===== config.mk =====
export PLATFORM = sky130hd
export DESIGN_NAME = fast_core_cycle_timing
export DESIGN_NICKNAME = d
export VERILOG_FILES = /design/src/cycle_timing_pkg.sv /design/src/phase_if.sv /design/src/phase_counter.sv /design/src/fast_core_cycle_timing.sv
export VERILOG_INCLUDE_DIRS = /design/src
export SDC_FILE = /design/constraint.sdc
export NUM_CORES = 1
export LEC_CHECK = 0
export BUFFER_PORTS_ARGS = -buffer_cell sky130_fd_sc_hd__buf_2
export CELL_PAD_IN_SITES_DETAIL_PLACEMENT = 2
export CELL_PAD_IN_SITES_GLOBAL_PLACEMENT = 2
export CORE_MARGIN = 8
export CORE_UTILIZATION = 25
export CTS_CLUSTER_DIAMETER = 80
export DETAILED_ROUTE_END_ITERATION = 10
export PLACE_DENSITY_LB_ADDON = 0.1
export SETUP_SLACK_MARGIN = 0.02
export SYNTH_ARGS = -nofsm -noshare
export SYNTH_HDL_FRONTEND = slang
export SYNTH_HIERARCHICAL = 1
export SYNTH_SLANG_ARGS = --single-unit

===== constraint.sdc =====
create_clock -name clk_sys -period 1.8 [get_ports clk_sys]
set_clock_uncertainty 0.2 [all_clocks]
set_input_delay 0.09 -clock clk_sys [delete_from_list [all_inputs] [get_ports clk_sys]]
set_output_delay 0.09 -clock clk_sys [all_outputs]
set_load 0.03 [all_outputs]

===== src/cycle_timing_defines.svh =====
// timing and field constants for the machine-cycle sequencer
`ifndef CYCLE_TIMING_DEFINES_SVH
`define CYCLE_TIMING_DEFINES_SVH
`define CLK_PERIOD_NS 10
`define OSC_PER_MC 3'h4
`define PHASE_LAST 2'h3
`define TMR_DIV_SLOW 4'hc
`define TMR_DIV_FAST 4'h4
`define MC_MAX 3'h5
`define MC_MIN 3'h1
`define XDATA_BASE_MC 3'h2
`define STRETCH_MAX 3'h7
`define SHORT_ADDR_W 11
`define LONG_ADDR_W 16
`endif


===== src/cycle_timing_pkg.sv =====
// types shared by the sequencer modules
package cycle_timing_pkg;
  typedef enum logic [1:0] {
    ST_FETCH = 2'b00,
    ST_EXEC = 2'b01,
    ST_XDATA = 2'b10
  } seq_state_t;
  typedef enum logic [1:0] {
    IND_R0 = 2'b00,
    IND_R1 = 2'b01
  } ind_sel_t;
endpackage : cycle_timing_pkg


===== src/phase_if.sv =====
// phase and machine-cycle signals between the phase counter and sequencer
`timescale 1ns/1ps
`default_nettype none
interface phase_if;
  logic [1:0] phase;
  logic mc_end;
  logic ale;
  modport gen (output phase, output mc_end, output ale);
  modport use_side (input phase, input mc_end, input ale);
endinterface : phase_if
`default_nettype wire


===== src/phase_counter.sv =====
// four-clock machine-cycle phase counter with address latch strobe
`timescale 1ns/1ps
`default_nettype none
`include "cycle_timing_defines.svh"
module phase_counter (
  input wire logic clk_sys,
  input wire logic rstn,
  phase_if.gen ph
);
  logic [1:0] phase_q;
  // two-bit phase wraps every four clocks
  always_ff @(posedge clk_sys or negedge rstn) begin
    if (!rstn) phase_q <= 2'h0;
    else phase_q <= phase_q + 2'h1;
  end
  assign ph.phase = phase_q;
  assign ph.mc_end = (phase_q == `PHASE_LAST);
  assign ph.ale = (phase_q == 2'h0); // one strobe per cycle
endmodule : phase_counter
`default_nettype wire


===== src/fast_core_cycle_timing.sv =====
// machine-cycle sequencer and instruction timing for the fast core
`timescale 1ns/1ps
`default_nettype none
`include "cycle_timing_defines.svh"
module fast_core_cycle_timing (
  input wire logic clk_sys,
  input wire logic rstn,
  input wire logic instr_start,
  input wire logic [2:0] instr_cycles,
  input wire logic instr_xdata,
  input wire logic [2:0] stretch,
  input wire logic timer_fast,
  input wire logic [7:0] rel_byte,
  input wire logic [15:0] pc_next,
  input wire logic [10:0] short_target,
  input wire logic [15:0] long_target,
  input wire logic long_jump,
  input wire logic [7:0] imm_lo,
  input wire logic [7:0] imm_hi,
  input wire logic imm_wide,
  input wire logic ind_sel,
  input wire logic [7:0] reg0_val,
  input wire logic [7:0] reg1_val,
  output logic ale,
  output logic [1:0] phase,
  output logic mc_tick,
  output logic busy,
  output logic instr_done,
  output logic timer_tick,
  output logic [15:0] branch_target,
  output logic [15:0] jump_target,
  output logic [15:0] imm_value,
  output logic [7:0] ind_addr
);
  phase_if ph ();
  cycle_timing_pkg::seq_state_t state_q, state_d;
  logic [2:0] mc_left_q, mc_left_d;
  logic [3:0] tdiv_q;
  logic timer_tick_q, done_q;
  logic [15:0] branch_q, jump_q, imm_q;
  logic [7:0] ind_q;

  phase_counter u_phase (
    .clk_sys(clk_sys),
    .rstn(rstn),
    .ph(ph)
  );

  assign ale = ph.ale;
  assign phase = ph.phase;
  assign mc_tick = ph.mc_end;

  // legal length clamp; xdata length is base plus stretch up to stretch 6, and base at stretch 7
  wire [2:0] len_clamped = (instr_cycles < `MC_MIN) ? `MC_MIN :
                           (instr_cycles > `MC_MAX) ? `MC_MAX : instr_cycles;
  wire [3:0] x_len = {1'b0, `XDATA_BASE_MC} + {1'b0, stretch};
  wire accept = (state_q == cycle_timing_pkg::ST_FETCH) && instr_start &&
                ph.mc_end;

  // sequencer steps only on machine-cycle wrap
  always_comb begin
    state_d = state_q;
    mc_left_d = mc_left_q;
    if (ph.mc_end) begin
      unique case (state_q)
        cycle_timing_pkg::ST_FETCH: begin
          if (instr_start) begin
            if (instr_xdata) begin
              state_d = cycle_timing_pkg::ST_XDATA;
              mc_left_d = x_len[2:0] - 3'h1;
            end else begin
              state_d = cycle_timing_pkg::ST_EXEC;
              mc_left_d = len_clamped - 3'h1;
            end
            if (!instr_xdata && len_clamped == `MC_MIN)
              state_d = cycle_timing_pkg::ST_FETCH;
          end
        end
        cycle_timing_pkg::ST_EXEC,
        cycle_timing_pkg::ST_XDATA: begin
          if (mc_left_q <= 3'h1) begin
            state_d = cycle_timing_pkg::ST_FETCH;
            mc_left_d = 3'h0;
          end else mc_left_d = mc_left_q - 3'h1;
        end
        default: state_d = cycle_timing_pkg::ST_FETCH;
      endcase
    end
  end

  // static state registers, no dynamic storage
  always_ff @(posedge clk_sys or negedge rstn) begin
    if (!rstn) begin
      state_q <= cycle_timing_pkg::ST_FETCH;
      mc_left_q <= 3'h0;
    end else begin
      state_q <= state_d;
      mc_left_q <= mc_left_d;
    end
  end

  wire last_mc = ph.mc_end &&
    ((accept && !instr_xdata && len_clamped == `MC_MIN) ||
     (state_q != cycle_timing_pkg::ST_FETCH && mc_left_q <= 3'h1));

  // completion pulse, registered
  always_ff @(posedge clk_sys or negedge rstn) begin
    if (!rstn) done_q <= 1'b0;
    else done_q <= last_mc;
  end
  assign instr_done = done_q;
  assign busy = (state_q != cycle_timing_pkg::ST_FETCH);

  // timer prescaler: 12 clocks while timer_fast is low, 4 while it is high
  wire [3:0] tdiv_lim = timer_fast ? `TMR_DIV_FAST : `TMR_DIV_SLOW;
  wire tdiv_wrap = (tdiv_q >= tdiv_lim - 4'h1);
  always_ff @(posedge clk_sys or negedge rstn) begin
    if (!rstn) begin
      tdiv_q <= 4'h0;
      timer_tick_q <= 1'b0;
    end else begin
      tdiv_q <= tdiv_wrap ? 4'h0 : tdiv_q + 4'h1;
      timer_tick_q <= tdiv_wrap;
    end
  end
  assign timer_tick = timer_tick_q;

  // operand decode; results match legacy semantics
  wire [15:0] rel_ext = {{8{rel_byte[7]}}, rel_byte};
  wire [15:0] br_d = pc_next + rel_ext;
  wire [15:0] jmp_d = long_jump ? long_target :
                      {pc_next[15:11], short_target};
  wire [15:0] imm_d = imm_wide ? {imm_hi, imm_lo} : {8'h00, imm_lo};
  cycle_timing_pkg::ind_sel_t ind_pick;
  assign ind_pick = cycle_timing_pkg::ind_sel_t'({1'b0, ind_sel});
  wire [7:0] ind_d = (ind_pick == cycle_timing_pkg::IND_R1) ?
                     reg1_val : reg0_val;

  // operand results latched when an instruction is accepted
  always_ff @(posedge clk_sys or negedge rstn) begin
    if (!rstn) begin
      branch_q <= 16'h0000;
      jump_q <= 16'h0000;
      imm_q <= 16'h0000;
      ind_q <= 8'h00;
    end else if (accept) begin
      branch_q <= br_d;
      jump_q <= jmp_d;
      imm_q <= imm_d;
      ind_q <= ind_d;
    end
  end
  assign branch_target = branch_q;
  assign jump_target = jump_q;
  assign imm_value = imm_q;
  assign ind_addr = ind_q;

  // clocks since the last timer tick, and whether the rate select moved
  // in between; a tick is only judged over an interval of one rate
  logic [3:0] tick_gap_q;
  logic tick_rate_q, tick_mixed_q;
  always_ff @(posedge clk_sys or negedge rstn) begin
    if (!rstn) begin
      tick_gap_q <= 4'h0;
      tick_rate_q <= 1'b0;
      tick_mixed_q <= 1'b1;
    end else if (timer_tick) begin
      tick_gap_q <= 4'h1;
      tick_rate_q <= timer_fast;
      tick_mixed_q <= 1'b0;
    end else begin
      if (tick_gap_q != 4'hf) tick_gap_q <= tick_gap_q + 4'h1;
      if (timer_fast != tick_rate_q) tick_mixed_q <= 1'b1;
    end
  end
endmodule : fast_core_cycle_timing
`default_nettype wire


### Word level (Yosys, flattened, before mapping)

Index checks and enable logic that the tools add are counted.

* output and inout port bits: 63
* flip-flop bits (word level): 69
* bits of input ports: 97
* word-level logic and storage cells: 60

* reduce and logical (&&, ||, !) cells: 16
* eq/ne operators: 6
* mux-type cells: 16
* order comparisons: 4
* add/sub/neg operators: 8

Operators by type and width (number)
* 2-to-1 mux 16 bit: 2
* adder 16 bit: 1
* 2-to-1 mux 3 bit: 5
* subtractor 3 x 1 -> 3 bit (second input constant): 3
* 2-to-1 mux 2 bit: 4
* 2-to-1 mux 4 bit: 2
* 2-to-1 mux 8 bit: 1
* logical AND 1 bit: 7
* one-hot mux 3 bit (2 select lines): 1
* AND reduction 3 bit: 2
* adder 4 x 1 -> 4 bit (second input constant): 1
* equality test 2 bit (second input constant): 2
* greater-or-equal comparator 4 bit: 1
* zero test 2 bit: 2
* inequality test 2 bit (second input constant): 2
* one-hot mux 2 bit (2 select lines): 1
* nonzero test 2 bit: 2
* subtractor 4 x 1 -> 4 bit (second input constant): 1
* adder 2 x 3 -> 3 bit (first input constant): 1
* equality test 3 x 1 -> 1 bit (second input constant): 1
* greater-than comparator 3 bit (second input constant): 1
* <= comparator 3 x 1 -> 1 bit (second input constant): 1
* less-than comparator 3 x 1 -> 1 bit (second input constant): 1
* adder 2 x 1 -> 2 bit (second input constant): 1
* other kinds (4): 4

### Depth between registers and ports, before layout

Gate-level depths: netlist of the first run.

* depth after elaboration: 8
* gate-level depth with buffers: 9
* depth with buffers taken out: 8

### Modules after synthesis

The synthesis of the first run kept the hierarchy.

By module, submodules not included
* fast_core_cycle_timing: cells each 397, instances 1, area an instance 3778.6 um2, sequential area each 1676.6 um2
* phase_counter: cells each 6, instances 1, area an instance 82.6 um2, sequential area each 50.0 um2

### Least setup slack after synthesis of the first run

Ideal clock, no wire load.

* path type: register -> register
* start: reg u_phase.phase_q[1], in the netlist u_phase/ph.phase[1]
* end: reg branch_q[10], in the netlist branch_target[10]
* clock period less this slack: 2.213 ns
* buffers on the path: 0
* required time: 1.531 ns
* cell stages (with the launch flop): 5
* library setup time: 0.069 ns
* arrival time: 1.944 ns
* setup slack: -0.413 ns
* path through: dfrtp_1 -> ha_1 -> nand3_1 -> or4_2 -> nand3_1

* word-level cells in the longest chain between the ends: 2

RTL lines
* start, declared: line phase_counter.sv:10 `logic [1:0] phase_q;`
* start signal, assigned: line phase_counter.sv:14 `else phase_q <= phase_q + 2'h1;`
* equality test 2 bit (no line)
* named net mc_tick: line fast_core_cycle_timing.sv:26 `output logic mc_tick,`
* logical AND 1 bit: line fast_core_cycle_timing.sv:57 `wire accept = (state_q == cycle_timing_pkg::ST_FETCH) && instr_start &&`
* end signal, assigned: line fast_core_cycle_timing.sv:147 `branch_q <= br_d;`
* end, declared: line fast_core_cycle_timing.sv:40 `logic [15:0] branch_q, jump_q, imm_q;`

The timed path passes the listed nets, and every way through them passes these cells.
A chain may end at the register's enable or synchronous reset.

### Worst setup path in the final report of the first run

* start: in rel_byte[0]
* end: reg branch_q[12], in the netlist branch_target[12]

* word-level cells in the longest chain between the ends: 1

RTL lines
* start, declared: line fast_core_cycle_timing.sv:13 `input wire logic [7:0] rel_byte,`
* adder 16 bit: line fast_core_cycle_timing.sv:130 `wire [15:0] br_d = pc_next + rel_ext;`

Every way passes these cells.

==> run_results.csv, run 1 <==
group,metric,value,unit
clock_tree,cts_root_buffer_type,"clkbuf_16",
clock_tree,ctsLongestPathBuffers,2,
floorplanning,floorplan.core_area,15100,um^2
grt,antenna_found_initial,0,
finish,fin_cells,878,
finish,design_area,6490,um^2
floorplanning,floorplan.rows,45,
yosys,post_synth_num_cell_types,56,
clock_tree,cts.clk_slew.worst_paths,60,ps
yosys,syn-instance-count,403,
grt,gr-usage-all-layers,0.158,
floorplanning,floorplan.die.width,140,um
setup_path,worst_ep_arrival_time,1850,ps
placement,placed_cells,786,
yosys,number_of_synthesized_flops_with_an_enable_pin,0,
sta,min_period,1830,ps
finish,filler_cell_count,1671,
detailed_routing,detail_route.drc_violations,0,
yosys,synth.net_count,525,
placement,weighted_congestion_reported_at_the_end_of_routability_driven_placement,0.765,
sta,final_slew_viol_count,0,
sta,max_slew_margin,0.661,
grt,first_global_vias,4732,
detailed_routing,vias_per_cell,4.63,
setup_path,critical_path.max_fanout,6,
setup_path,critPathLaunchType,"input pin",
grt,grt_first_pass_wirelength,24.9,mm
yosys,ys_seq_elements,69,
sta,final-setup-viol-count,1,
placement,portBuffers,159,
finish,antenna_cells,0,
power_and_ir_drop,powerDensity,1280,nW/um^2
grt,grtUsageMet3,0.0449,
detailed_routing,drt_first_pass_iters,4,
yosys,synth_sequential_area_ratio,0.447,
run_status,violations,"negative setup slack",
min_path,worst_hold_startpoint,"pc_next[4]",
setup_path,launching_element_of_the_worst_setup_path,"rel_byte[0]",
sta,tightestPinTransition,509,ps
yosys,synth-main-ff-cell,"dfrtp_1",
grt,grt_max_degree,47,
placement,placedInstanceArea,5310,um^2
setup_path,setup.worst_path.class,"input pin to flop",
grt,grt_most_used_layer,"met2",
finish,nNetsFinal,807,
power_and_ir_drop,p_leak,3.30,nW
setup_path,required,1820,ps
sta,max_fclk,546,MHz
detailed_routing,via_count,4067,
floorplanning,die-height,140,um
yosys,synth.area.top_cells,"dfrtp_1 (45%), nand2_1 (8.3%), ha_1 (7.8%), mux2i_1 (6.7%), o21ai_0 (4.8%)",
clock_tree,cts_made_buffers,9,
yosys,synth.most_common_cell,"nand2_1",
clock_tree,clock_latency_late_sink,330,ps
sta,finalWorstSetupSlack,-32.7,ps
sta,finalHoldViolations,0,
run_status,status,"finished, violations left",
placement,pre_cts_ws,-491,ps
detailed_routing,drt_wl_total,15.1,mm
sta,worst_slack_on_hold_paths,17.9,ps
clock_tree,clock_sink_count,69,
floorplanning,fp.dieArea,19700,um^2
grt,use_met1,0.176,
finish,syn_to_final_growth,68.1,%
yosys,ys_warn_count,6,
yosys,yosys.area.top_type,"dfrtp_1",
grt,met2_global_route_usage,0.284,
yosys,cell_area_after_synthesis,3860,um^2
finish,final_util,0.429,
finish,final_layout_size_suffix_gt1_frac,0.401,
clock_tree,htree_levels,3,
placement,place_hpwl,10.8,mm
grt,grt.overflow.total,0,
yosys,yosys.area.top_type_share,0.447,
yosys,post_synth_most_frequent_cells,"nand2_1 (85), dfrtp_1 (69), o21ai_0 (37)",
sta,rsz0062_at_grt,"true",
clock_tree,clock_tree_from_tritoncts,"done",
detailed_routing,detail-route-antenna-nets,0,
setup_path,worst_r2r_start,"state_q[0]",
floorplanning,initial_util,0.255,
run,max-cap-violations,0,
detailed_routing,wire_per_inst,17.2,um
floorplanning,top_level_ports,160,
detailed_routing,first_iter_violations,89,
power_and_ir_drop,overall_power_consumption,8.31,mW
sta,period_share,1.02,
min_path,worst_hold_path_type,"input pin to flop",
sta,tns,-32.7,ps
setup_path,critPathCaptureType,"flop",
power_and_ir_drop,vdd.ir_drop.worst,0.000548,V
yosys,ys_async_sr_fraction,1.00,
yosys,mean_post_synth_cell_area,9.58,um^2
[per-layer routing]
metal,share of wire,wire [um]
met1,0.40,6020
met2,0.52,7880
met3,0.066,999
met4,0.013,202
met5,0,0
[cell families (layout without fill, tap and decap cells)]
| kind of cell | Yosys count | count (layout) | synth area share |
|---|---|---|---|
| buffers and inverters | 32 | 319 | 0.0395 |
| AND/OR/NAND/NOR | 141 | 141 | 0.159 |
| flip-flops | 69 | 69 | 0.447 |
| AO/OA/AOI/OAI | 97 | 97 | 0.173 |
| multiplexers | 27 | 27 | 0.0703 |
| XOR/XNOR | 12 | 12 | 0.0272 |
| adder cells (fa/ha/maj) | 25 | 25 | 0.0830 |
[power breakdown]
part	leakage, nW	internal (mW)	total (mW)	switching, mW
registers	0.860	2.22	2.61	0.384
logic	2.30	1.42	3.91	2.49
clock network	0.149	1.11	1.80	0.688
total	3.30	4.75	8.31	3.56
[cell type report]
class	count	area, um^2	area share
Tap cell	188	235	0.0362
Inverter	12	45.0	0.00694
Timing Repair Buffer	291	2020	0.312
Sequential cell	69	1730	0.266
Clock buffer	10	239	0.0368
Multi-Input combinational cell	302	2160	0.332
Clock inverter	6	61.3	0.00944
[placed cells by master (no fill, tap or decap), types with 4 or more instances in the layout]
cell / instances
buf_2: 156
nand2_1: 85
dlygate4sd3_1: 71
dfrtp_1: 67
buf_4: 57
o21ai_0: 34
mux2i_1: 26
ha_1: 20
nor2_1: 17
nand3_1: 14
inv_1: 10
a21oi_1: 10
o21a_1: 9
clkbuf_16: 9
xnor2_1: 7
nand2b_1: 5
xor2_1: 5
nor3_1: 4
o211ai_1: 4
ha_4: 4
buf_6: 4
[state kept, by name (all words and copies together), names as in the netlist]
register and count:
imm_value 16, ind_addr 8, branch_target 16, instr_done 1, u_phase/ph.phase 2, timer_tick 1, state_q 2, mc_left_q 3
jump_target 16, tdiv_q 4
[worst max-delay path, stage by stage]
cell	delay (ps)
buf_6	100
ha_4	150
fa_2	350
a21o_4	220
a22o_4	230
a221oi_4	230
buf_6	160
o21ai_2	50
a221o_1	280
[path summary, 6_finish.rpt]
path	slack (ps)	cells after the start	to
max in group asynchronous	770	3	branch_target[13]
worst min-delay path	20	4	branch_target[5]
min in group asynchronous	50	2	ind_addr[1]
worst max register to register	40	8	branch_target[13]
worst min register to register	260	2	imm_value[15]
worst max-delay path	-30	9	branch_target[12]
[repair_timing]
item                                    CTS  global route
hold endpoints to repair                112             0
resized for setup                        14            16
pin swaps                                 4             2
endpoints found under the setup margin   26            30
hold buffers                             71             0
setup buffers                             4             1
(Power assumes the default switching activity.)
==> inputs of run 2 (changes only) <==
Settings changed: SKIP_CTS_REPAIR_TIMING set to 1.
==> run 2 against run 1 <==
  * The run ends with negative hold slack, negative setup slack left
  * First-iteration DRC count fell by 2.2%
  * Clock power about the same
  * Register-to-register slack about the same
  * Critical path type unchanged
  * Largest power group unchanged
  * Highest routed layer unchanged
==> run_results.csv, run 2 (synthesis gave the netlist of run 1 again) <==
group,metric,value,unit
grt,first_global_vias,4250,
floorplanning,die-height,140,um
detailed_routing,drt_wl_total,14.9,mm
sta,final_slew_viol_count,0,
min_path,worst_hold_startpoint,"pc_next[1]",
setup_path,launching_element_of_the_worst_setup_path,"rel_byte[0]",
detailed_routing,via_count,4037,
floorplanning,initial_util,0.255,
sta,tightestPinTransition,503,ps
clock_tree,cts_made_buffers,9,
setup_path,critical_path.max_fanout,6,
finish,design_area,6420,um^2
finish,layout_common_cells,"buf_2 (156), nand2_1 (85), dlygate4sd3_1 (70), dfrtp_1 (67), buf_4 (54)",
floorplanning,fp.dieArea,19700,um^2
floorplanning,top_level_ports,160,
finish,fin_cells,874,
placement,placedInstanceArea,5310,um^2
sta,max_slew_margin,0.664,
detailed_routing,detail-route-antenna-nets,0,
power_and_ir_drop,p_leak,3.27,nW
finish,syn_to_final_growth,66.4,%
placement,weighted_congestion_reported_at_the_end_of_routability_driven_placement,0.765,
setup_path,worst_r2r_start,"state_q[0]",
sta,worst_slack_on_hold_paths,-7.41,ps
finish,nNetsFinal,803,
sta,rsz0062_at_grt,"true",
sta,max_fclk,546,MHz
grt,gr-usage-all-layers,0.140,
grt,grt_first_pass_wirelength,22.2,mm
clock_tree,htree_levels,3,
detailed_routing,detail_route.drc_violations,0,
placement,portBuffers,159,
sta,period_share,1.02,
clock_tree,ctsLongestPathBuffers,2,
clock_tree,cts.clk_slew.worst_paths,60,ps
detailed_routing,wire_per_inst,17.1,um
run_status,status,"finished, violations left",
min_path,worst_hold_path_type,"input pin to flop",
grt,antenna_found_initial,0,
detailed_routing,vias_per_cell,4.62,
setup_path,setup.worst_path.class,"input pin to flop",
clock_tree,clock_latency_late_sink,330,ps
grt,grt_max_degree,47,
finish,final_layout_size_suffix_gt1_frac,0.391,
grt,grt.overflow.total,0,
detailed_routing,drt_first_pass_iters,4,
placement,placed_cells,786,
clock_tree,cts_root_buffer_type,"clkbuf_16",
detailed_routing,first_iter_violations,87,
setup_path,critPathLaunchType,"input pin",
clock_tree,clock_sink_count,69,
run,max-cap-violations,0,
floorplanning,floorplan.die.width,140,um
power_and_ir_drop,vdd.ir_drop.worst,0.000549,V
floorplanning,floorplan.core_area,15100,um^2
floorplanning,floorplan.rows,45,
run_status,violations,"negative hold slack, negative setup slack",
clock_tree,clock_tree_from_tritoncts,"done",
finish,antenna_cells,0,
sta,finalHoldViolations,1,
finish,final_util,0.424,
power_and_ir_drop,powerDensity,1290,nW/um^2
setup_path,worst_ep_arrival_time,1850,ps
finish,filler_cell_count,1661,
sta,min_period,1830,ps
placement,place_hpwl,10.8,mm
sta,finalWorstSetupSlack,-31.0,ps
finish,final_common_cell,"buf_2",
setup_path,required,1820,ps
sta,final-setup-viol-count,1,
setup_path,critPathCaptureType,"flop",
==> run 2: area by class of cell <==
type,count,area [um^2],share of cell area
timing repair buffer,287,1990,0.310
multi-input combinational,302,2120,0.330
inverter,12,45.0,0.00701
sequential,69,1730,0.269
clock inverter,6,61.3,0.00954
tap,188,235,0.0366
clock buffer,10,239,0.0372
==> run 2: where the power goes <==
group / total (mW) / switching, mW / internal (mW) / leakage [nW]
combinational: 3.85 / 2.46 / 1.40 / 2.27
sequential: 2.61 / 0.388 / 2.22 / 0.860
clock: 1.79 / 0.687 / 1.11 / 0.149
==> run 2: worst max-delay path: stages <==
cell	delay, ps
buf_6	100
ha_4	150
fa_2	340
a21o_4	220
a22o_4	230
a221oi_4	220
buf_6	160
o21ai_2	50
a221o_1	280
==> run 2: path summary, 6_finish.rpt <==
check / to / slack, ps / cells past startpoint
setup / recovery: branch_target[12] / -30 / 9
hold / removal: branch_target[1] / -7 / 4
setup reg to reg: branch_target[13] / 40 / 8
hold reg to reg: tdiv_q[0] / 270 / 1
max in group asynchronous: branch_target[13] / 780 / 3
min in group asynchronous: ind_addr[1] / 40 / 2
==> run 2: layer usage <==
| metal | up-vias | track usage | part of all wire |
|---|---|---|---|
| li1 | 1971 | - | - |
| met1 | 1940 | 0.162 | 0.40 |
| met2 | 112 | 0.241 | 0.51 |
| met3 | 14 | 0.0445 | 0.069 |
| met4 | 0 | 0.0486 | 0.014 |
| met5 | - | 0 | 0 |
==> run 2: through the flow <==
stage	TNS [ps]	setup WS [ps]	power (mW)	hold slack, ps
2_1_floorplan	-576	-245	4.84	-406
3_3_place_gp	-3450	-462	6.12	-131
3_5_place_dp	-4200	-491	6.27	-125
4_1_cts	-1720	-149	8.14	-496
5_1_grt	-118	-61.8	8.82	19.7
6_report	-31.0	-31.0	8.26	-7.41
==> inputs of run 3 (changes only) <==
==> constraint.sdc (replaced) <==
create_clock -name clk_sys -period 1.8 [get_ports clk_sys]
set_clock_uncertainty 0.2 [all_clocks]
set_input_delay 0.36 -clock clk_sys [delete_from_list [all_inputs] [get_ports clk_sys]]
set_output_delay 0.36 -clock clk_sys [all_outputs]
set_load 0.03 [all_outputs]
==> run 3 against run 2 <==
  * The flow finishes with violations (negative setup slack)
  * Sequential power about the same
  * Die area did not move
  * Global-route usage increased by 0.21 points
  * Wire length decreased by 5.9%
  * Critical path depth decreased by 1
  * Power increased by 0.98%
  * Combinational power up 2%
  * Sequential cell count unchanged
  * Cell count is 5.9% lower
  * Setup slack lost 320 ps
  * Critical path type unchanged
  * Critical endpoint unchanged
  * Highest routed layer unchanged
==> run_results.csv, run 3 (synthesis gave the netlist of run 1 again) <==
group,metric,value,unit
run_status,status,"finished, violations left",
run_status,violations,"negative setup slack",
clock_tree,cts.clk_slew.worst_paths,60,ps
finish,antenna_cells,0,
sta,final-setup-viol-count,12,
finish,design_area,6070,um^2
setup_path,ff2ff_path_depth,7,
sta,max_slew_margin,0.666,
run,max-cap-violations,0,
detailed_routing,vias_per_cell,4.68,
setup_path,worst_r2r_start,"state_q[1]",
setup_path,setup.worst_path.class,"input pin to flop",
min_path,worst_hold_path_type,"input pin to flop",
finish,final_common_cell,"buf_2",
placement,place_hpwl,11.3,mm
clock_tree,htree_levels,3,
grt,first_global_vias,4414,
detailed_routing,detail-route-antenna-nets,0,
grt,antenna_found_initial,0,
sta,tightestPinTransition,502,ps
setup_path,critPathCaptureType,"flop",
power_and_ir_drop,overall_power_consumption,8.34,mW
grt,grt.overflow.total,0,
sta,rsz0062_at_grt,"true",
sta,finalWorstSetupSlack,-353,ps
floorplanning,fp.dieArea,19700,um^2
setup_path,required,1830,ps
setup_path,launching_element_of_the_worst_setup_path,"pc_next[0]",
setup_path,worst_setup_ep,"branch_target[12]",
detailed_routing,wire_per_inst,17.1,um
finish,filler_cell_count,1676,
floorplanning,top_level_ports,160,
clock_tree,clock_sink_count,69,
sta,final_slew_viol_count,0,
sta,max_fclk,464,MHz
grt,grt_max_degree,28,
detailed_routing,first_iter_violations,93,
sta,worst_slack_on_hold_paths,3.99,ps
finish,syn_to_final_growth,57.1,%
floorplanning,initial_util,0.255,
setup_path,critPathLaunchType,"input pin",
placement,placedInstanceArea,5480,um^2
floorplanning,floorplan.die.width,140,um
floorplanning,floorplan.rows,45,
power_and_ir_drop,powerDensity,1370,nW/um^2
setup_path,critical_path.max_fanout,5,
sta,period_share,1.20,
setup_path,worst_ep_arrival_time,2180,ps
detailed_routing,detail_route.drc_violations,0,
detailed_routing,drt_first_pass_iters,4,
placement,portBuffers,159,
sta,finalHoldViolations,0,
clock_tree,cts_root_buffer_type,"clkbuf_16",
clock_tree,clock_latency_late_sink,340,ps
grt,gr-usage-all-layers,0.143,
power_and_ir_drop,p_leak,3.10,nW
power_and_ir_drop,vdd.ir_drop.worst,0.000486,V
grt,grt_first_pass_wirelength,22.4,mm
detailed_routing,drt_wl_total,14.0,mm
detailed_routing,via_count,3844,
setup_path,regToRegEndpoint,"branch_target[13]",
sta,min_period,2150,ps
finish,final_util,0.401,
finish,layout_common_cells,"buf_2 (151), nand2_1 (85), dfrtp_1 (67), buf_4 (67), o21ai_0 (31)",
setup_path,r2r_slack,40,ps
clock_tree,ctsLongestPathBuffers,2,
floorplanning,floorplan.core_area,15100,um^2
placement,weighted_congestion_reported_at_the_end_of_routability_driven_placement,0.740,
clock_tree,cts_made_buffers,9,
finish,final_layout_size_suffix_gt1_frac,0.473,
floorplanning,die-height,140,um
clock_tree,clock_tree_from_tritoncts,"done",
finish,nNetsFinal,751,
[run 3: cell types whose count changed in the layout (fill, tap and decap cells not counted), sizes merged]
| cell | delta |
|---|---|
| dlygate4sd3 | -69 |
| buf | +16 |
| clkbuf | +2 |
| inv | -1 |
[run 3: layer usage]
layer	GRT usage	up-vias	wire length, um	part of all wire
met4	0.0531	0	210	0.015
met2	0.246	106	6930	0.49
met1	0.166	1856	5940	0.42
met3	0.0381	12	966	0.069
met5	0	-	0	0
li1	-	1870	-	-
[run 3: layout make-up]
| type | count | area [um^2] | area share |
|---|---|---|---|
| Tap cell | 188 | 235 | 0.0388 |
| Multi-Input combinational cell | 302 | 2280 | 0.376 |
| Sequential cell | 69 | 1730 | 0.285 |
| Clock buffer | 11 | 243 | 0.0400 |
| Timing Repair Buffer | 235 | 1470 | 0.243 |
| Clock inverter | 5 | 60.1 | 0.00990 |
| Inverter | 12 | 45.0 | 0.00742 |
[run 3: critical path, stage by stage]
cell	delay (ps)
buf_6	100
ha_4	150
fa_2	340
a21o_4	230
a22o_4	230
a221oi_4	350
o21ai_2	100
a221o_1	310
[run 3: how the worst min path moves through the flow]
stage | slack (ps) | end | cells after the start | start
after floorplan | -140 | branch_target[0] | 0 | rstn
after global placement | 130 | ind_addr[3] | 1 | rstn
after detailed placement | 140 | ind_addr[3] | 1 | rstn
after CTS | -240 | ind_addr[3] | 1 | rstn
after global routing | 10 | imm_value[1] | 3 | imm_lo[1]
final | 4 | imm_value[4] | 3 | imm_lo[4]
[run 3: stage by stage]
stage	setup slack [ps]	TNS [ps]	std cells
6_report	-353	-2240	822
5_1_grt	-399	-2900	822
4_1_cts	-380	-3370	810
3_5_place_dp	-754	-7540	794
3_3_place_gp	-736	-6150	794
2_1_floorplan	-515	-2230	403
[run 3: power by group]
| group | internal, mW | leakage (nW) | switching, mW |
|---|---|---|---|
| clock network | 1.11 | 0.146 | 0.717 |
| logic | 1.44 | 2.10 | 2.48 |
| registers | 2.22 | 0.860 | 0.370 |
| total | 4.77 | 3.10 | 3.56 |
